File: src/shared/pci_port_pkg.sv
// Shared constants for the PCI host port device end, host end and link
package pci_port_pkg;
  // ----------------------------------------------------------------
  // Timing
  // ----------------------------------------------------------------
  localparam int CORE_CLK_NS    = 5;
  localparam int PCLK_PERIOD_NS = 120;
  localparam int PCLK_HALF      = PCLK_PERIOD_NS / (2 * CORE_CLK_NS);
  localparam int DIV_W          = 5;

  // ----------------------------------------------------------------
  // Link commands and host-visible map
  // ----------------------------------------------------------------
  localparam logic [1:0]  CMD_REG_WR    = 2'h0;
  localparam logic [1:0]  CMD_REG_RD    = 2'h1;
  localparam logic [1:0]  CMD_MEM_WR    = 2'h2;
  localparam logic [1:0]  CMD_MEM_RD    = 2'h3;
  localparam logic [31:0] WINDOW_BASE   = 32'h0001_0000;
  localparam int          WINDOW_WORDS  = 16377;
  localparam logic [31:0] WINDOW_LIMIT  = WINDOW_BASE + 32'(WINDOW_WORDS * 4);
  localparam logic [3:0]  HREG_CTRL     = 4'h0;
  localparam logic [3:0]  HREG_STAT     = 4'h4;
  localparam logic [3:0]  HREG_CVR      = 4'h8;
  localparam int          HC_TXF_LSB    = 0;
  localparam int          HC_RXF_LSB    = 2;
  localparam int          HC_FLAGS_LSB  = 4;
  localparam int          HS_HOST_TX_READY_FLAG_BIT   = 0;
  localparam int          HS_FLAGS_LSB  = 1;
  localparam int          HS_PSR_BIT    = 4;
  localparam int          CV_NMI_BIT    = 7;
  localparam int          VEC_W         = 7;
  localparam logic [6:0]  RST_HCTRL     = 7'h00;

  // ----------------------------------------------------------------
  // Core-side register map
  // ----------------------------------------------------------------
  localparam int          CREG_AW       = 8;
  localparam logic [7:0]  CREG_CTRL     = 8'h00;
  localparam logic [7:0]  CREG_PCTRL    = 8'h04;
  localparam logic [7:0]  CREG_MCTRL    = 8'h08;
  localparam logic [7:0]  CREG_STAT     = 8'h0C;
  localparam logic [7:0]  CREG_RXOUT    = 8'h10;
  localparam logic [7:0]  CREG_IRQ_ST   = 8'h14;
  localparam logic [7:0]  CREG_IRQ_MSK  = 8'h18;
  localparam logic [7:0]  CREG_CVR      = 8'h1C;
  localparam logic [7:0]  CREG_TXWORD   = 8'h20;
  localparam int          DC_MODE_LSB   = 0;
  localparam int          DC_HOST_IRQ_SET_BIT_BIT   = 3;
  localparam int          DC_FLAGS_LSB  = 4;
  localparam int          DC_COMMAND_IRQ_ENABLE_BIT   = 7;
  localparam int          PC_IAE_BIT    = 0;
  localparam int          MC_FC_LSB     = 0;
  localparam int          CS_ACT_BIT    = 0;
  localparam int          CS_FLAGS_LSB  = 1;
  localparam int          CS_RXNE_BIT   = 4;
  localparam int          CS_LOCK_BIT   = 5;
  localparam logic [7:0]  RST_DCTRL     = 8'h00;
  localparam int          IRQ_HCMD      = 0;
  localparam int          IRQ_RX        = 1;
  localparam int          IRQ_RETRY     = 2;
  localparam int          IRQ_W         = 3;

  // ----------------------------------------------------------------
  // Data path
  // ----------------------------------------------------------------
  localparam int          CORE_W        = 24;
  localparam int          RXQ_DEPTH     = 6;
  localparam logic [1:0]  FMT_32        = 2'h0;
  localparam logic [1:0]  FMT_LEFT      = 2'h2;
  localparam logic [1:0]  FMT_SIGN      = 2'h3;
endpackage : pci_port_pkg

File: src/shared/pci_link_if.sv
// Link between the host end and the device end of the PCI port
`timescale 1ns/1ps
interface pci_link_if;
  logic        pclk;
  logic        frame_n;
  logic        lock_n;
  logic [1:0]  cmd;
  logic [31:0] ad;
  logic [31:0] rdata;
  logic        retry;
  logic        irq_n_o;
  logic        irq_n_oe;
  logic        irq_n;

  // Open-drain interrupt line, pulled up when nobody drives it
  assign irq_n = irq_n_oe ? irq_n_o : 1'b1;

  modport dev  (input pclk, frame_n, lock_n, cmd, ad, output rdata, retry, irq_n_o, irq_n_oe);
  modport host (output pclk, frame_n, lock_n, cmd, ad, input rdata, retry, irq_n);
endinterface : pci_link_if

File: src/verilog/sync2.sv
// Two-flop synchroniser for levels entering the core clock domain
`timescale 1ns/1ps
module sync2 #(
  parameter int W = 1
) (
  input  wire logic         clk,
  input  wire logic         rst_n,
  input  wire logic [W-1:0] d,
  input  wire logic [W-1:0] init,
  output logic      [W-1:0] q
);
  logic [W-1:0] meta_r;

  // Init is a tie-off constant, used only for the released value
  always_ff @(posedge clk or negedge rst_n)
  begin
    if (!rst_n)
    begin
      meta_r <= '0;
      q      <= '0;
    end
    else
    begin
      meta_r <= d ^ init;
      q      <= meta_r ^ init;
    end
  end
endmodule : sync2

File: src/verilog/pci_port_dev.sv
// Device end of the PCI host port: window decode, formats, commands, flags, lock
// ------------------------------------------------------------------
// How it works
// - Whole window writes feed one receive queue
// - Insert start address ahead of data words
// - Insertion enabled by port control register bit
// - Convert between 32-bit link and 24-bit core
// - Master format field in master control register
// - Host selects slave transmit and receive formats
// - Host changes slave formats only in soft reset
// - Clear mode starts reset; active flag reports
// - Host interrupt bit drives active-low pin
// - Core changes master format only in soft reset
// - Command vector write raises core interrupt
// - Non-maskable command bypasses enable and mask
// - Host-to-core flags: host writes, core reads
// - Core-to-host flags: core writes, host reads
// - Host reads transmit-ready status bit
// - Master locks only after seeing lock free
// - Owner drops lock in address phase
// - Lock held whole burst gets retry
// ------------------------------------------------------------------
//
// The register offsets and the plain strobed port were decided locally.
`timescale 1ns/1ps
module pci_port_dev (
  input  wire logic                             core_clk,
  input  wire logic                             rst_n,
  pci_link_if.dev                               link,
  input  wire logic [pci_port_pkg::CREG_AW-1:0] reg_addr,
  input  wire logic [31:0]                      reg_wdata,
  input  wire logic                             reg_wr,
  input  wire logic                             reg_rd,
  output logic      [31:0]                      reg_rdata,
  output logic                                  core_irq,
  output logic                                  cmd_nmi,
  output logic      [pci_port_pkg::VEC_W-1:0]   cmd_vector,
  output logic      [1:0]                       master_format
);
  import pci_port_pkg::*;

  // ----------------------------------------------------------------
  // Link sampling
  // ----------------------------------------------------------------
  logic        s_pclk, s_frame_n, s_lock_n;
  logic [1:0]  s_cmd;
  logic [31:0] s_ad;
  logic        pclk_d_r;
  logic        edge_w;

  sync2 #(.W(37)) u_sync (
    .clk   (core_clk),
    .rst_n (rst_n),
    .d     ({link.pclk, link.frame_n, link.lock_n, link.cmd, link.ad}),
    .init  ({3'b011, 34'h0_0000_0000}),
    .q     ({s_pclk, s_frame_n, s_lock_n, s_cmd, s_ad})
  );

  always_ff @(posedge core_clk or negedge rst_n)
  begin
    if (!rst_n)
      pclk_d_r <= 1'b0;
    else
      pclk_d_r <= s_pclk;
  end

  assign edge_w = s_pclk & ~pclk_d_r;

  // ----------------------------------------------------------------
  // State and registers
  // ----------------------------------------------------------------
  logic [6:0]         hctrl_r;
  logic [7:0]         dctrl_r;
  logic               iae_r;
  logic [IRQ_W-1:0]   irq_st_r, irq_msk_r, irq_set;
  logic [CORE_W-1:0]  tx_word_r;
  logic               tx_valid_r;
  logic               in_burst_r, retry_r, locked_r, lock_addr_n_r;
  logic [1:0]         cmd_r;
  logic [31:0]        addr_r, rdata_r;
  logic [CORE_W-1:0]  q_mem [RXQ_DEPTH];
  logic [2:0]         wr_ptr_r, rd_ptr_r, count_r;
  logic [CORE_W-1:0]  pend_r [2];
  logic [1:0]         pend_n_r;
  logic               addr_ph, data_ph, end_ph, hit, active, soft_reset_state, push, pop, addr_ok;
  logic [1:0]         txf, n_words, n_ins;
  logic [2:0]         free;
  logic [31:0]        tx_fmt, host_rd;

  assign txf     = hctrl_r[HC_TXF_LSB +: 2];
  assign addr_ph = edge_w & ~s_frame_n & ~in_burst_r;
  assign data_ph = edge_w & ~s_frame_n & in_burst_r & ~retry_r;
  assign end_ph  = edge_w & s_frame_n & in_burst_r;
  assign hit     = (s_ad >= WINDOW_BASE) && (s_ad < WINDOW_LIMIT);
  assign active  = (dctrl_r[DC_MODE_LSB +: 3] != 3'h0) || in_burst_r || (pend_n_r != 2'h0);
  assign soft_reset_state     = ~active;
  assign n_words = (txf == FMT_32) ? 2'h2 : 2'h1;
  assign n_ins   = iae_r ? n_words : 2'h0;
  assign free    = 3'(RXQ_DEPTH) - count_r;
  assign push    = pend_n_r != 2'h0;
  assign pop     = reg_rd && reg_addr == CREG_RXOUT && count_r != 3'h0;
  // A retried address phase must leave nothing in the queue
  assign addr_ok = !(locked_r && !s_lock_n) && (dctrl_r[DC_MODE_LSB +: 3] != 3'h0) && hit
                   && (free >= ({1'b0, n_ins} + {1'b0, n_words}));

  always_comb
  begin
    case (hctrl_r[HC_RXF_LSB +: 2])
      FMT_LEFT: tx_fmt = {tx_word_r, 8'h00};
      FMT_SIGN: tx_fmt = {{8{tx_word_r[CORE_W-1]}}, tx_word_r};
      default:  tx_fmt = {8'h00, tx_word_r};
    endcase
    case (s_ad[3:0])
      HREG_CTRL: host_rd = {25'h000_0000, hctrl_r};
      HREG_STAT: host_rd = {27'h000_0000, soft_reset_state, dctrl_r[DC_FLAGS_LSB +: 3],
                            count_r < 3'(RXQ_DEPTH)};
      HREG_CVR:  host_rd = {25'h000_0000, cmd_vector};
      default:   host_rd = 32'h0000_0000;
    endcase
  end

  // ----------------------------------------------------------------
  // Transaction tracking, retry and lock
  // ----------------------------------------------------------------
  always_ff @(posedge core_clk or negedge rst_n)
  begin
    if (!rst_n)
    begin
      in_burst_r    <= 1'b0;
      retry_r       <= 1'b0;
      cmd_r         <= CMD_REG_WR;
      addr_r        <= 32'h0000_0000;
      rdata_r       <= 32'h0000_0000;
      lock_addr_n_r <= 1'b1;
    end
    else if (addr_ph)
    begin
      in_burst_r    <= 1'b1;
      cmd_r         <= s_cmd;
      addr_r        <= s_ad;
      lock_addr_n_r <= s_lock_n;
      rdata_r       <= (s_cmd == CMD_MEM_RD) ? tx_fmt : host_rd;
      if (locked_r && !s_lock_n)
        retry_r <= 1'b1;
      else if (s_cmd[1] && (dctrl_r[DC_MODE_LSB +: 3] == 3'h0 || !hit))
        retry_r <= 1'b1;
      else if (s_cmd == CMD_MEM_WR)
        retry_r <= free < ({1'b0, n_ins} + {1'b0, n_words});
      else if (s_cmd == CMD_MEM_RD)
        retry_r <= ~tx_valid_r;
      else
        retry_r <= 1'b0;
    end
    else if (data_ph && cmd_r == CMD_MEM_WR)
      retry_r <= (free - {1'b0, n_words}) < {1'b0, n_words};
    else if (data_ph && cmd_r != CMD_MEM_WR)
      retry_r <= 1'b1;
    else if (end_ph)
    begin
      in_burst_r <= 1'b0;
      retry_r    <= 1'b0;
    end
  end

  // Owner shows lock free at address, taken in data
  always_ff @(posedge core_clk or negedge rst_n)
  begin
    if (!rst_n)
      locked_r <= 1'b0;
    else if (data_ph && lock_addr_n_r && !s_lock_n)
      locked_r <= 1'b1;
    else if (edge_w && s_frame_n && s_lock_n)
      locked_r <= 1'b0;
  end

  // ----------------------------------------------------------------
  // Receive queue
  // ----------------------------------------------------------------
  // Pushes are spread over core cycles; link phases are far apart
  always_ff @(posedge core_clk or negedge rst_n)
  begin
    if (!rst_n)
    begin
      pend_n_r  <= 2'h0;
      pend_r[0] <= '0;
      pend_r[1] <= '0;
    end
    else if (addr_ph && s_cmd == CMD_MEM_WR && iae_r && addr_ok)
    begin
      pend_n_r  <= n_words;
      pend_r[0] <= (txf == FMT_32) ? {8'h00, s_ad[15:0]} : s_ad[CORE_W-1:0];
      pend_r[1] <= {8'h00, s_ad[31:16]};
    end
    else if (data_ph && cmd_r == CMD_MEM_WR)
    begin
      pend_n_r <= n_words;
      case (txf)
        FMT_32:   pend_r[0] <= {8'h00, s_ad[15:0]};
        FMT_LEFT: pend_r[0] <= s_ad[31:8];
        default:  pend_r[0] <= s_ad[CORE_W-1:0];
      endcase
      pend_r[1] <= {8'h00, s_ad[31:16]};
    end
    else if (push)
    begin
      pend_n_r  <= pend_n_r - 2'h1;
      pend_r[0] <= pend_r[1];
    end
  end

  always_ff @(posedge core_clk or negedge rst_n)
  begin
    if (!rst_n)
    begin
      wr_ptr_r <= 3'h0;
      rd_ptr_r <= 3'h0;
      count_r  <= 3'h0;
    end
    else if (soft_reset_state && dctrl_r[DC_MODE_LSB +: 3] == 3'h0)
    begin
      wr_ptr_r <= 3'h0;
      rd_ptr_r <= 3'h0;
      count_r  <= 3'h0;
    end
    else
    begin
      if (push)
        wr_ptr_r <= (wr_ptr_r == 3'(RXQ_DEPTH - 1)) ? 3'h0 : wr_ptr_r + 3'h1;
      if (pop)
        rd_ptr_r <= (rd_ptr_r == 3'(RXQ_DEPTH - 1)) ? 3'h0 : rd_ptr_r + 3'h1;
      count_r <= count_r + {2'h0, push} - {2'h0, pop};
    end
  end

  always_ff @(posedge core_clk)
  begin
    if (push)
      q_mem[wr_ptr_r] <= pend_r[0];
  end

  // ----------------------------------------------------------------
  // Host-written registers and commands
  // ----------------------------------------------------------------
  always_ff @(posedge core_clk or negedge rst_n)
  begin
    if (!rst_n)
    begin
      hctrl_r    <= RST_HCTRL;
      cmd_vector <= '0;
      cmd_nmi    <= 1'b0;
    end
    else
    begin
      cmd_nmi <= 1'b0;
      if (data_ph && cmd_r == CMD_REG_WR && addr_r[3:0] == HREG_CTRL)
      begin
        hctrl_r[HC_FLAGS_LSB +: 3] <= s_ad[HC_FLAGS_LSB +: 3];
        // The format write is itself a burst, so only mode and queue work count
        if (dctrl_r[DC_MODE_LSB +: 3] == 3'h0 && pend_n_r == 2'h0)
          hctrl_r[3:0] <= s_ad[3:0];
      end
      if (data_ph && cmd_r == CMD_REG_WR && addr_r[3:0] == HREG_CVR)
      begin
        cmd_vector <= s_ad[VEC_W-1:0];
        cmd_nmi    <= s_ad[CV_NMI_BIT];
      end
    end
  end

  // ----------------------------------------------------------------
  // Core-side registers and interrupts
  // ----------------------------------------------------------------
  always_comb
  begin
    irq_set            = '0;
    irq_set[IRQ_HCMD]  = data_ph && cmd_r == CMD_REG_WR && addr_r[3:0] == HREG_CVR
                         && !s_ad[CV_NMI_BIT] && dctrl_r[DC_COMMAND_IRQ_ENABLE_BIT];
    irq_set[IRQ_RX]    = push;
    irq_set[IRQ_RETRY] = addr_ph && locked_r && !s_lock_n;
  end

  always_ff @(posedge core_clk or negedge rst_n)
  begin
    if (!rst_n)
    begin
      dctrl_r       <= RST_DCTRL;
      iae_r         <= 1'b0;
      master_format <= FMT_32;
      irq_msk_r     <= '0;
      irq_st_r      <= '0;
      tx_word_r     <= '0;
    end
    else
    begin
      if (reg_wr && reg_addr == CREG_CTRL)
        dctrl_r <= reg_wdata[7:0];
      if (reg_wr && reg_addr == CREG_PCTRL)
        iae_r <= reg_wdata[PC_IAE_BIT];
      if (reg_wr && reg_addr == CREG_MCTRL && soft_reset_state)
        master_format <= reg_wdata[MC_FC_LSB +: 2];
      if (reg_wr && reg_addr == CREG_IRQ_MSK)
        irq_msk_r <= reg_wdata[IRQ_W-1:0];
      if (reg_wr && reg_addr == CREG_TXWORD)
        tx_word_r <= reg_wdata[CORE_W-1:0];
      // Set wins over a same-cycle write-one clear
      irq_st_r <= (irq_st_r & ~((reg_wr && reg_addr == CREG_IRQ_ST) ? reg_wdata[IRQ_W-1:0] : '0)) | irq_set;
    end
  end

  always_ff @(posedge core_clk or negedge rst_n)
  begin
    if (!rst_n)
      tx_valid_r <= 1'b0;
    else if (reg_wr && reg_addr == CREG_TXWORD)
      tx_valid_r <= 1'b1;
    else if (data_ph && cmd_r == CMD_MEM_RD)
      tx_valid_r <= 1'b0;
  end

  always_ff @(posedge core_clk or negedge rst_n)
  begin
    if (!rst_n)
      reg_rdata <= 32'h0000_0000;
    else if (!reg_rd)
      reg_rdata <= 32'h0000_0000;
    else
      case (reg_addr)
        CREG_CTRL:    reg_rdata <= {24'h00_0000, dctrl_r};
        CREG_PCTRL:   reg_rdata <= {31'h0000_0000, iae_r};
        CREG_MCTRL:   reg_rdata <= {30'h0000_0000, master_format};
        CREG_STAT:    reg_rdata <= {26'h000_0000, locked_r, count_r != 3'h0,
                                    hctrl_r[HC_FLAGS_LSB +: 3], active};
        CREG_RXOUT:   reg_rdata <= {8'h00, q_mem[rd_ptr_r]};
        CREG_IRQ_ST:  reg_rdata <= {29'h0000_0000, irq_st_r};
        CREG_IRQ_MSK: reg_rdata <= {29'h0000_0000, irq_msk_r};
        CREG_CVR:     reg_rdata <= {25'h000_0000, cmd_vector};
        default:      reg_rdata <= 32'h0000_0000;
      endcase
  end

  assign core_irq      = |(irq_st_r & irq_msk_r);
  assign link.rdata    = rdata_r;
  assign link.retry    = retry_r;
  assign link.irq_n_o  = 1'b0;
  assign link.irq_n_oe = dctrl_r[DC_HOST_IRQ_SET_BIT_BIT];
endmodule : pci_port_dev

File: src/flat_wrapper.sv
// flat-port wrapper written by rule: the top's interface ports become plain ports
module pci_port_dev_flat import pci_port_pkg::*;
  (core_clk, rst_n, reg_addr, reg_wdata, reg_wr, reg_rd, reg_rdata, core_irq, cmd_nmi, cmd_vector, master_format, link_pclk, link_frame_n, link_lock_n, link_cmd, link_ad, link_rdata, link_retry, link_irq_n_o, link_irq_n_oe);
  pci_link_if link_i ();
  input  wire logic core_clk;
  input  wire logic rst_n;
  input  wire logic [pci_port_pkg::CREG_AW-1:0] reg_addr;
  input  wire logic [31:0] reg_wdata;
  input  wire logic reg_wr;
  input  wire logic reg_rd;
  output logic      [31:0] reg_rdata;
  output logic core_irq;
  output logic cmd_nmi;
  output logic      [pci_port_pkg::VEC_W-1:0] cmd_vector;
  output logic      [1:0] master_format;
  input wire logic [$bits(link_i.pclk)-1:0] link_pclk;
  input wire logic [$bits(link_i.frame_n)-1:0] link_frame_n;
  input wire logic [$bits(link_i.lock_n)-1:0] link_lock_n;
  input wire logic [$bits(link_i.cmd)-1:0] link_cmd;
  input wire logic [$bits(link_i.ad)-1:0] link_ad;
  output wire logic [$bits(link_i.rdata)-1:0] link_rdata;
  output wire logic [$bits(link_i.retry)-1:0] link_retry;
  output wire logic [$bits(link_i.irq_n_o)-1:0] link_irq_n_o;
  output wire logic [$bits(link_i.irq_n_oe)-1:0] link_irq_n_oe;
  assign link_i.pclk = link_pclk;
  assign link_i.frame_n = link_frame_n;
  assign link_i.lock_n = link_lock_n;
  assign link_i.cmd = link_cmd;
  assign link_i.ad = link_ad;
  assign link_rdata = link_i.rdata;
  assign link_retry = link_i.retry;
  assign link_irq_n_o = link_i.irq_n_o;
  assign link_irq_n_oe = link_i.irq_n_oe;
  pci_port_dev u_core (.core_clk(core_clk), .rst_n(rst_n), .link(link_i), .reg_addr(reg_addr), .reg_wdata(reg_wdata), .reg_wr(reg_wr), .reg_rd(reg_rd), .reg_rdata(reg_rdata), .core_irq(core_irq), .cmd_nmi(cmd_nmi), .cmd_vector(cmd_vector), .master_format(master_format));
endmodule
File: config.mk
export PLATFORM = sky130hd
export DESIGN_NAME = pci_port_dev_flat
export DESIGN_NICKNAME = d
export VERILOG_FILES = /design/src/shared/pci_port_pkg.sv /design/src/shared/pci_link_if.sv /design/src/verilog/sync2.sv /design/src/verilog/pci_port_dev.sv /design/src/flat_wrapper.sv
export SDC_FILE = /design/constraint.sdc
export NUM_CORES = 1
export LEC_CHECK = 0
export ABC_AREA = 1
export BUFFER_PORTS_ARGS = -buffer_cell sky130_fd_sc_hd__clkbuf_2
export CORE_MARGIN = 2
export CORE_UTILIZATION = 45
export DETAILED_ROUTE_END_ITERATION = 10
export PLACE_DENSITY = 0.66
export SETUP_SLACK_MARGIN = 0.3
export SKIP_CTS_REPAIR_TIMING = 1
export SYNTH_ARGS = -nofsm -noshare
export SYNTH_HDL_FRONTEND = slang
export SYNTH_SLANG_ARGS = --single-unit
File: constraint.sdc
create_clock -name core_clk -period 3 [get_ports core_clk]
set_input_delay 0.6 -clock core_clk [delete_from_list [all_inputs] [get_ports core_clk]]
set_output_delay 0.6 -clock core_clk [all_outputs]
set_load 0.02 [all_outputs]
Word-level counts from Yosys, hierarchy flattened:

Memories as Yosys holds them, arrays and structs flattened.
Cells that the tools add are included.

* register bits: 265
* latch bits: 0
* bits in writable memories: 144
* bits in read-only memories: 0
* output and inout bits: 78
* logic and storage cells: 189
* memories: 1

Memories
* u_core.q_mem: words 6, width 24, read ports 1, clocked after memory_dff 0, wr ports 1, RTL line pci_port_dev.sv:81 `logic [CORE_W-1:0] q_mem [RXQ_DEPTH];`

* $add $sub $neg: 8
* $mul: 0
* div/mod/pow operators: 0
* $lt $le $gt $ge: 6
* equality and inequality tests: 23
* shift operators: 0
* multiplexer cells: 42
* bitwise gates (word level): 19
* reduce and logical (&&, ||, !) cells: 62

Operators with widths (count)
* case mux 24 bit (8 select lines): 1
* 2-to-1 mux 24 bit: 4
* 2-to-1 mux 32 bit: 2
* case mux 32 bit (2 select lines): 1
* 2-to-1 mux 48 bit: 1
* case mux 24 bit (2 select lines): 1
* logical AND 1 bit: 34
* equality test 8 x 5 -> 1 bit, second input constant: 4
* greater-or-equal comparator 32 x 17 -> 1 bit, second input constant: 1
* less-than comparator 32 x 17 -> 1 bit, second input constant: 1
* 2-to-1 mux 3 bit: 8
* case mux 7 bit (3 select lines): 1
* 2-to-1 mux 1 bit: 18
* equality test 8 x 4 -> 1 bit, second input constant: 2
* equality test 2 bit, second input constant: 7
* nonzero test 2 bit: 7
* 2-to-1 mux 2 bit: 5
* nonzero test 3 bit: 3
* equality test 4 bit, second input constant: 2
* equality test 8 x 3 -> 1 bit, second input constant: 1
* equality test 8 x 6 -> 1 bit, second input constant: 1
* logical NOT 4 bit: 2
* logical NOT 8 bit: 1
* bitwise AND 1 bit: 7
* other kinds (28): 45

Longest topological paths before layout:

Gate-level depths: netlist of the first run.

* depth after elaboration: 10
* mapped depth: 16

Hierarchy:

From an unflattened synthesis of the first run, not the netlist that was laid out.

* cells, all modules: 1854
* area, all modules: 17456.7 um^2

Modules (own cells, without submodules)
* pci_port_dev: times used 1, cells each 1447, area an instance 14355.0 um^2
* sync2: times used 1, cells each 407, area an instance 3101.7 um^2

Worst setup path after synthesis of the first run:

No wires, ideal clock.

* path type: register to register
* start: register u_core.pend_n_r[0]
* end: memory u_core.q_mem[0][0], enable pin
* setup time: 0.435 ns
* arrival: 2.492 ns
* required time: 2.565 ns
* slack: 0.073 ns
* cell stages (with the launch flop): 6
* period minus slack after synthesis: 2.927 ns
* path through: dfrtp_1 > inv_1 > ha_1 > inv_1 > nand2_1 > nor3_1

* word-level cells in the longest chain between the ends: 3

Ends and longest elaborated chain
* start: declaration: RTL line pci_port_dev.sv:84 `logic [1:0] pend_n_r;`
* start signal: assignment: RTL line pci_port_dev.sv:190 `pend_n_r <= n_words;`
* start signal: assignment: RTL line pci_port_dev.sv:196 `pend_n_r <= n_words;`
* start signal: assignment: RTL line pci_port_dev.sv:206 `pend_n_r <= pend_n_r - 2'h1;`
* nonzero test 2 bit: RTL line pci_port_dev.sv:100 `assign push = pend_n_r != 2'h0;`
* 2-to-1 mux 1 bit: RTL line pci_port_dev.sv:237 `if (push)`
* 2-to-1 mux 1 bit (implied by the code): RTL line pci_port_dev.sv:238 `q_mem[wr_ptr_r] <= pend_r[0];`
* end: declaration: RTL line pci_port_dev.sv:81

No other way between the ends.

Worst setup path in the final report of the first run:

* start: register u_core.hctrl_r[1]
* end: register u_core.pend_r[33] in the netlist's numbering

* word-level cells in the longest chain between the ends: 8

Ends and longest elaborated chain
* start: declaration: RTL line pci_port_dev.sv:72 `logic [6:0] hctrl_r;`
* start signal: indexed assignment: RTL line pci_port_dev.sv:257 `hctrl_r[HC_FLAGS_LSB +: 3] <= s_ad[HC_FLAGS_LSB +: 3];`
* start signal: assignment: RTL line pci_port_dev.sv:260 `hctrl_r[3:0] <= s_ad[3:0];`
* logical NOT 2 bit: RTL line pci_port_dev.sv:97, pci_port_dev.sv:197
* 2-to-1 mux 2 bit: RTL line pci_port_dev.sv:97 `assign n_words = (txf == FMT_32) ? 2'h2 : 2'h1;`
* 2-to-1 mux 2 bit: RTL line pci_port_dev.sv:98 `assign n_ins = iae_r ? n_words : 2'h0;`
* adder 2 x 2 -> 3 bit: RTL line pci_port_dev.sv:104 `&& (free >= ({1'b0, n_ins} + {1'b0, n_words}));`
* greater-or-equal comparator 3 bit: RTL line pci_port_dev.sv:104
* logical AND 1 bit: RTL line pci_port_dev.sv:104
* logical AND 1 bit: RTL line pci_port_dev.sv:188 `else if (addr_ph && s_cmd == CMD_MEM_WR && iae_r && addr_ok)`
* nonzero test 3 bit (no source line) or 2-to-1 mux 48 bit (tied branches)
* end: declaration: RTL line pci_port_dev.sv:83 `logic [CORE_W-1:0] pend_r [2];`

Parallel ways exist; a longest one is shown, timed or not.
A chain may end at the register's enable or synchronous reset.

==> run metrics, run 1 <==
run status=finished, violations left; failing checks=hold timing; r2r startpoint=u_core.hctrl_r[1]; DPL Wire Length=24,900 um; Yosys Warn Count=0; Switch Pwr=4.24 mW; vias in the first global route=11,000; VDD IR max=0.494 mV; Worst Clk Skew=23.3 ps; Core ar.=34,600 um2; synthesis-stage register bit count=393; Global Route Usage Sum=20.5%; max cap viols=0; RSZ-0062 raised after global routing=false; asr flop ratio synth=63.4%; CTS H-tree depth=2; layout cells sized above 1=16.9%; mean post-synth cell area=10.6 um2; DR DRC count=0; Total Die Area=36,800 um2; DRT iter0 DRCs=709; Seq/Total Area, Yosys=66.5%; Die Y=192 um; post-synth cell types=49; Final Util=53.4%; Tcrit/Tclk final=84.7%; FF-to-FF setup slack=460 ps; Critical Path Sink Type=register; Antenna Nets Post-Route=0; Fin. Hold Viols=2; Syn Inst Count=1,498; clock period minus worst slack=2540 ps; Seq pwr share=49.9%; Die X=192 um; Clock Pin Slew Worst Setup and Hold Paths=60 ps; Worst-Skew Late Latency=540 ps; EDFF count, synth=144; Fillers=3,017; sw frac=29.2%; cells along the critical path=nor2_2, inv_2, ha_1, inv_1, ha_1, nand3_1, nand2_1, nor2_1, nor2_4, nand3_4, buf_4, or2_2, nand3_1, nand2_1; CTS tree=done; largest net degree at the start of global routing=62; area taken by multi-input logic gates=4630 um2; area of the mapped netlist=15,900 um2; storage element area=10,600 um2; via count=11,100; fmax=393 MHz; combinational share of power=17.7%; Leakage=8.52 nW; Hold Worst Slack=-23.1 ps; clock tree buffer depth=3; Int Power=10.3 mW; Critical Path Fanout Max=8; slowest cell delay on critical path=400 ps; area delta synth->final=16.6%; initial antenna violation count=0; ys flop type=dfrtp_1; Worst EP required=3420 ps; Cell Pwr Density=786 nW/um2; Worst R2R End=u_core.pend_r[33]; port bufs=141; crit path DAT=2970 ps; final layout net count=1,763; Clk network pwr share=32.4%; GP Congestion=0.882; Root Driver=clkbuf_16; io pins=159; Detailed Routing Iterations Pass 1=7; total power=14.5 mW; Starting Density=45.9%; commonest non-fill, non-tap cell in the layout=nand2_1; Rows=68; slew margin rel.=48.5%; nature of the critical path startpoint=register; Hold Crit Class=in -> async; Worst-Margin Slew=770 ps; total global routing overflow=0; routed length per placed instance=17.2 um; max-slew violations=0; critical path's slowest cell=dfrtp_1; worst reg-to-reg path cell count=14; diodes inserted=0; vias per inst=5.18; Setup CP Type=reg -> reg; CTS buffer count=40; most frequent cells in the layout=nand2_1 (353), dfrtp_1 (248), edfxtp_1 (144); CTS Sinks=393; first-pass GRT wire length=58,900 um; drt total wl=37,000 um; Finish-stage setup viols=0
layout make-up:
| class | instances | share of cell area (%) |
|---|---|---|
| Sequential cell | 393 | 57.0 |
| Clock buffer | 58 | 6.15 |
| Inverter | 115 | 2.35 |
| Multi-Input combinational cell | 931 | 25.0 |
| Tap cell | 455 | 3.08 |
| Clock inverter | 13 | 0.581 |
| Timing Repair Buffer | 185 | 5.81 |
worst max path at each step:
stage | startpoint | depth (start not counted) | slack (ps) | endpoint
after floorplan | u_core.pend_n_r[0] | 5 | 70 | u_core.q_mem[0][0]
after global placement | u_core.hctrl_r[1] | 13 | 90 | u_core.pend_r[1]
after detailed placement | u_core.hctrl_r[1] | 13 | 40 | u_core.pend_r[4]
after CTS | u_core.hctrl_r[1] | 13 | -1 | u_core.pend_r[0]
after global routing | u_core.hctrl_r[1] | 14 | 310 | u_core.pend_r[33]
final | u_core.hctrl_r[1] | 14 | 460 | u_core.pend_r[33]
cells by family after synthesis:
family                   Yosys count  share of synthesized area [%]
AND/OR/NAND/NOR                  621                           16.2
flip-flops                       393                           66.5
AO/OA/AOI/OAI                    250                           8.83
buffers and inverters            182                           4.84
multiplexers                      32                           2.14
adder cells (fa/ha/maj)           16                           1.36
XOR/XNOR                           3                          0.166
other                              1                         0.0236
critical path, delay by kind of cell (launching register included):
family / cells / cell delay (ps)
fa+ha+maj: 2 / 560
buf+inv: 3 / 310
flops: 1 / 400
simple gates: 9 / 1150
per-stage QoR:
stage | std cells | TNS [ps] | area, um2 | worst slack [ps] | hold slack [ps]
floorplan | 1506 | 0 | 15900 | 72.5 | 304
global placement | 2072 | 0 | 17200 | 90.5 | 334
detailed placement | 2072 | 0 | 17200 | 36.2 | 335
CTS | 2143 | -1.37 | 18400 | -1.37 | -4.31
global route | 2150 | 0 | 18500 | 312 | 18.0
finish | 2150 | 0 | 18500 | 458 | -23.1
synth_stat cells, types with 3 or more instances:
| master | instances | area [um2] |
|---|---|---|
| a21o_1 | 7 | 52.6 |
| a21oi_1 | 43 | 215 |
| a22o_1 | 6 | 52.6 |
| a31oi_1 | 7 | 43.8 |
| buf_2 | 14 | 70.1 |
| buf_4 | 11 | 82.6 |
| clkbuf_1 | 36 | 135 |
| clkinv_1 | 4 | 15.0 |
| dfrtp_1 | 248 | 6210 |
| edfxtp_1 | 144 | 4320 |
| ha_1 | 14 | 175 |
| inv_1 | 104 | 390 |
| inv_2 | 7 | 26.3 |
| mux2_2 | 16 | 180 |
| mux2i_1 | 16 | 160 |
| nand2_1 | 353 | 1330 |
| nand3_1 | 115 | 576 |
| nor2_1 | 121 | 454 |
| nor2_2 | 4 | 25.0 |
| nor3_1 | 14 | 70.1 |
| o211ai_1 | 29 | 218 |
| o21ai_0 | 136 | 681 |
| o21ai_1 | 8 | 40.0 |
| o22ai_1 | 7 | 43.8 |
| xnor2_1 | 3 | 26.3 |
routing by layer:
layer  track usage, %  share of wire [%]
met1             28.2                 45
met2             33.3                 47
met3             3.31                5.1
met4             6.83                3.0
met5                0                  0
registers in the layout, indices dropped and copies added, names as in the netlist, 8 cells and up:
| signal | flops |
|---|---|
| u_core.link.rdata | 32 |
| u_core.q_mem | 144 |
| u_core.u_sync.meta_r | 37 |
| u_core.pend_r | 40 |
| u_core.reg_rdata | 24 |
| u_core.u_sync.q | 37 |
| u_core.tx_word_r | 24 |
| u_core.dctrl_r | 8 |
power by group through the flow:
stage | combinational (mW) | clock (mW) | sequential, mW
finish | 2.58 | 4.72 | 7.25
global route | 2.95 | 5.02 | 7.35
CTS | 2.60 | 4.82 | 7.24
detailed placement | 2.58 | 0 | 7.34
global placement | 2.52 | 0 | 7.30
floorplan | 1.67 | 0 | 7.24
Power figures use the tool's default switching activity.
==> run 2: changes to the inputs <==
PLACE_DENSITY = unset   (was 0.66)
clock period = 2.5 ns   (was 3 ns; I/O delays follow)
==> run 2 against run 1 <==
The flow now finishes without violations. Worst setup slack worse by 330 ps. Die area unchanged. Combinational power up 43%.
==> run metrics, run 2 (synthesized netlist as in run 1, its figures left out) <==
clock tree buffer depth=3 (unchanged); Die X=192 um (unchanged); clock period minus worst slack=2370 ps (was 2540 ps); Leakage=8.81 nW (was 8.52 nW); layout cells sized above 1=21.5% (was 16.9%); fin cells=2,174 (was 2,150); Total Die Area=36,800 um2 (unchanged); via count=11,200 (was 11,100); GP Congestion=0.870 (was 0.882); most frequent cells in the layout=nand2_1 (323), dfrtp_1 (248), edfxtp_1 (144) (was nand2_1 (353), dfrtp_1 (248), edfxtp_1 (144)); first-pass GRT wire length=59,900 um (was 58,900 um); biggest regs=u_core.q_mem (144), u_core.pend_r (40) (unchanged); Root Driver=clkbuf_16 (unchanged); last element of the critical path=u_core.pend_r[41] (was u_core.pend_r[33]); Setup CP Type=reg -> reg (unchanged); Critical Path Sink Type=register (unchanged); worst reg-to-reg path cell count=14 (unchanged); VDD IR max=0.648 mV (was 0.494 mV); Worst Clk Skew=21.7 ps (was 23.3 ps); r2r startpoint=u_core.hctrl_r[1] (unchanged); max-slew violations=0 (unchanged); fmax=422 MHz (was 393 MHz); crit path DAT=2790 ps (was 2970 ps); final layout net count=1,787 (was 1,763); CTS H-tree depth=2 (unchanged); Antenna Nets Post-Route=0 (unchanged); Clock Pin Slew Worst Setup and Hold Paths=60 ps (about the same); Hold Worst Slack=66.6 ps (was -23.1 ps); RSZ-0062 raised after global routing=true (was false); nature of the critical path startpoint=register (unchanged); slew margin rel.=45.5% (was 48.5%); CTS Sinks=393 (unchanged); total global routing overflow=0 (unchanged); routed length per placed instance=17.7 um (was 17.2 um); run status=finished clean (was finished, violations left); Core ar.=34,600 um2 (unchanged); Worst-Skew Late Latency=540 ps (about the same); DR DRC count=0 (unchanged); io pins=159 (unchanged); Worst R2R End=u_core.pend_r[41] (was u_core.pend_r[33]); total power=18.5 mW (was 14.5 mW); Tcrit/Tclk final=94.7% (was 84.7%); commonest non-fill, non-tap cell in the layout=nand2_1 (unchanged); Critical Path Fanout Max=8 (unchanged); Detailed Routing Iterations Pass 1=5 (was 7); max reg flops=144 (unchanged); max cap viols=0 (unchanged); Cells after DPL=2,088 (was 2,072); vias per inst=5.15 (was 5.18); Die Y=192 um (unchanged); Hold Crit Class=in -> reg (was in -> async); Cell Pwr Density=964 nW/um2 (was 786 nW/um2); initial antenna violation count=0 (unchanged); diodes inserted=0 (unchanged); FF-to-FF setup slack=130 ps (was 460 ps); CP startpoint=u_core.hctrl_r[1] (unchanged); DPL Wire Length=25,700 um (was 24,900 um); vias in the first global route=10,800 (was 11,000); CTS buffer count=40 (unchanged); Finish-stage setup viols=0 (unchanged); Global Route Usage Sum=21.1% (was 20.5%); area delta synth->final=20.8% (was 16.6%); Worst EP required=2920 ps (was 3420 ps); port bufs=141 (unchanged); Fin. Hold Viols=0 (was 2); Rows=68 (unchanged); largest net degree at the start of global routing=73 (was 62); Worst-Margin Slew=814 ps (was 770 ps); Final Util=55.4% (was 53.4%); DRT iter0 DRCs=702 (was 709); CTS tree=done (unchanged); drt total wl=38,600 um (was 37,000 um); Starting Density=45.9% (unchanged); Biggest register=u_core.q_mem (unchanged)
## run 2: cell types whose count changed in the layout (fill, tap and decap cells not counted), sizes merged
cell         change
buf             +19
bufinv           +4
clkbuf           +2
clkinv           -2
clkinvlp         -2
dlygate4sd3      +1
inv              +1
nand3            +1
## run 2: through the flow
step	worst slack [ps]	setup TNS [ps]	cell area (um2)
floorplan	-427	-48000	16000
global placement	79.8	0	17400
detailed placement	14.1	0	17400
CTS	-10.8	-19.4	18700
global route	22.9	0	19200
finish	133	0	19200
## run 2: report_power, final
| group | internal (mW) | total, mW | switching [mW] | leakage, nW |
|---|---|---|---|---|
| combinational | 1.39 | 3.68 | 2.29 | 3.60 |
| clock | 3.66 | 6.10 | 2.44 | 0.654 |
| sequential | 8.08 | 8.72 | 0.643 | 4.55 |
| total | 13.1 | 18.5 | 5.38 | 8.81 |
## run 2: area by class of cell
class,instances,area (um2)
repair buffers,208,1390
clock buffers,57,1120
flip-flops and latches,393,10600
well taps,455,569
multi-input cells,932,4890
inverters,115,442
clock inverters,14,211
fillers,3032,15400
## run 2: layer usage
| metal | part of all wire [%] | up-vias | track usage (%) |
|---|---|---|---|
| li1 | - | 5398 | - |
| met1 | 45 | 5428 | 29.9 |
| met2 | 47 | 299 | 33.4 |
| met3 | 5.0 | 69 | 3.58 |
| met4 | 2.6 | 0 | 6.54 |
| met5 | 0 | - | 0 |
## run 2: worst min path at each step
stage	start	to	slack (ps)	depth (start not counted)
2_1_floorplan	rst_n	u_core.addr_r[0]	200	0
3_3_place_gp	u_core.u_sync.meta_r[36]	u_core.u_sync.q[36]	340	0
3_5_place_dp	u_core.u_sync.meta_r[18]	u_core.u_sync.q[18]	330	0
4_1_cts	rst_n	u_core.pend_r[39]	-30	1
5_1_grt	link_cmd[0]	u_core.u_sync.meta_r[32]	40	1
6_report	link_cmd[0]	u_core.u_sync.meta_r[32]	70	1
## run 2: critical path, stage by stage (launching register included)
cell and delay, ps:
dfrtp_1 420, nor2_4 180, inv_4 60, ha_4 260
inv_2 40, ha_4 260, and3_4 170, nor2_2 50
nor2_4 160, nand3_4 160, nand3_4 170, inv_8 60
clkbuf_16 150, nand2_2 50, nand2_1 50
==> run 3: changes to the inputs <==
GPL_TIMING_DRIVEN = 0   (was unset)
==> run 3 against run 2 <==
Non-clock buffer count increased by 41. Clock-buffer cell count increased by 9. Cell area increased by 1.1%. Flip-flop and latch count unchanged. Total power increased by 1.9%. Register-to-register slack got worse by 90 ps. Clock power about the same. Die area unchanged. Sequential power about the same.
==> run metrics, run 3 (synthesized netlist as in run 1, its figures left out) <==
run status=finished clean (unchanged); CTS H-tree depth=2 (unchanged); max reg flops=144 (unchanged); Worst R2R End=u_core.pend_r[32] (was u_core.pend_r[41]); drt total wl=40,600 um (was 38,600 um); Die Y=192 um (unchanged); RSZ-0062 raised after global routing=true (unchanged); diodes inserted=0 (unchanged); Worst-Skew Late Latency=540 ps (about the same); Worst-Margin Slew=801 ps (was 814 ps); routed length per placed instance=18.3 um (was 17.7 um); commonest non-fill, non-tap cell in the layout=nand2_1 (unchanged); Root Driver=clkbuf_16 (unchanged); slowest cell delay on critical path=410 ps (was 420 ps); DR DRC count=0 (unchanged); Global Route Usage Sum=22.4% (was 21.1%); Core ar.=34,600 um2 (unchanged); Hold Crit Class=in -> async (was in -> reg); Setup CP Type=reg -> reg (unchanged); fin cells=2,221 (was 2,174); DRT iter0 DRCs=858 (was 702); Fillers=3,040 (was 3,032); clock tree buffer depth=3 (unchanged); final layout net count=1,830 (was 1,787); Worst Clk Skew=18.4 ps (was 21.7 ps); Critical Path Sink Type=register (unchanged); Worst path top cell family by delay=simple AND/OR/NAND/NOR gates (unchanged); r2r startpoint=u_core.hctrl_r[0] (was u_core.hctrl_r[1]); storage element area=10,600 um2 (about the same); Tcrit/Tclk final=98.2% (was 94.7%); FF-to-FF setup slack=50 ps (was 130 ps); Critical Path Fanout Max=7 (was 8); vias in the first global route=11,300 (was 10,800); slew margin rel.=46.6% (was 45.5%); most frequent cells in the layout=nand2_1 (325), dfrtp_1 (247), clkbuf_2 (148) (was nand2_1 (323), dfrtp_1 (248), edfxtp_1 (144)); CTS tree=done (unchanged); CP startpoint=u_core.hctrl_r[0] (was u_core.hctrl_r[1]); area delta synth->final=22.1% (was 20.8%); total global routing overflow=0 (unchanged); via count=11,500 (was 11,200); max cap viols=0 (unchanged); port bufs=141 (unchanged); cells along the critical path=buf_8, nor2_4, inv_4, ha_4, inv_2, ha_4, and3_4, nor2_2, nor2_4, nand3_4, buf_6, nand3_1, nand2_1, nand2_1, nand2_2 (was nor2_4, inv_4, ha_4, inv_2, ha_4, and3_4, nor2_2, nor2_4, nand3_4, nand3_4, inv_8, clkbuf_16, nand2_2, nand2_1); Antenna Nets Post-Route=0 (unchanged); fmax=407 MHz (was 422 MHz); CTS Sinks=393 (unchanged); Fin. Hold Viols=0 (unchanged); Finish-stage setup viols=0 (unchanged); last element of the critical path=u_core.pend_r[32] (was u_core.pend_r[41]); Detailed Routing Iterations Pass 1=5 (unchanged); Rows=68 (unchanged); worst reg-to-reg path cell count=15 (was 14); VDD IR max=0.555 mV (was 0.648 mV); max-slew violations=0 (unchanged); Starting Density=45.9% (unchanged); clock period minus worst slack=2450 ps (was 2370 ps); crit path DAT=2880 ps (was 2790 ps); vias per inst=5.16 (was 5.15); critical path depth=15 (was 14); GP Congestion=0.895 (was 0.870); largest net degree at the start of global routing=100 (was 73); Die X=192 um (unchanged); CTS buffer count=42 (was 40); Leakage=8.89 nW (was 8.81 nW); Biggest register=u_core.q_mem (unchanged); critical path's slowest cell=dfrtp_1 (unchanged); Total Die Area=36,800 um2 (unchanged); Cell Pwr Density=972 nW/um2 (was 964 nW/um2); biggest regs=u_core.q_mem (144), u_core.pend_r (40) (unchanged); io pins=159 (unchanged); setup_tns=0 ps (unchanged); layout cells sized above 1=21.8% (was 21.5%); DPL Wire Length=28,300 um (was 25,700 um); nature of the critical path startpoint=register (unchanged); first-pass GRT wire length=62,800 um (was 59,900 um); Clock Pin Slew Worst Setup and Hold Paths=60 ps (about the same); Cells after DPL=2,116 (was 2,088); Critical path buffers and inverters=4 (unchanged); initial antenna violation count=0 (unchanged); area taken by multi-input logic gates=4890 um2 (about the same); Worst EP required=2930 ps (was 2920 ps)
==> run 3: final cells by class <==
cell class,count,area share (%)
Clock buffer,66,6.72
Buffer,67,2.17
Sequential cell,393,54.4
Multi-Input combinational cell,932,25.2
Inverter,115,2.29
Timing Repair Buffer,182,5.85
Clock inverter,11,0.361
Tap cell,455,2.94
==> run 3: worst min-delay path by stage <==
stage / slack, ps / to / startpoint / cells after the start
after floorplan: 200 / u_core.addr_r[0] / rst_n / 0
after global placement: 340 / u_core.u_sync.q[36] / u_core.u_sync.meta_r[36] / 0
after detailed placement: 330 / u_core.u_sync.q[10] / u_core.u_sync.meta_r[10] / 0
after CTS: 50 / u_core.u_sync.meta_r[29] / link_ad[29] / 1
after global routing: 50 / u_core.u_sync.meta_r[29] / link_ad[29] / 1
final: 20 / u_core.reg_rdata[16] / rst_n / 1
==> run 3: where the power goes <==
part           total, mW  switching (mW)  internal (mW)
clock network       6.07            2.48           3.59
registers           8.74           0.666           8.08
logic               4.04            2.49           1.54
total               18.8            5.64           13.2
==> run 3: metrics by stage <==
stage | power [mW] | util (%) | hold slack [ps] | setup WS (ps) | cell area, um2
final | 18.8 | 56.0 | 21.9 | 45.5 | 19400
after global routing | 19.8 | 56.0 | 53.2 | -43.9 | 19400
after CTS | 18.3 | 54.5 | 46.3 | -214 | 18900
after detailed placement | 12.2 | 50.5 | 335 | -197 | 17500
after global placement | 11.8 | 49.9 | 335 | -4280 | 17300
after floorplan | 10.7 | - | 204 | -427 | 16000
==> run 3: per-layer routing <==
layer | GRT usage, % | share of wire [%]
met1 | 30.6 | 44
met5 | 0 | 0
met2 | 37.0 | 48
met4 | 6.89 | 2.8
met3 | 3.58 | 5.4
==> run 3: worst register-to-register path, stage by stage (launching register included) <==
cell	delay, ps
dfrtp_1	410
buf_8	140
nor2_4	150
inv_4	70
ha_4	260
inv_2	40
ha_4	260
and3_4	170
nor2_2	50
nor2_4	140
nand3_4	160
buf_6	190
nand3_1	70
nand2_1	90
nand2_1	120
nand2_2	60
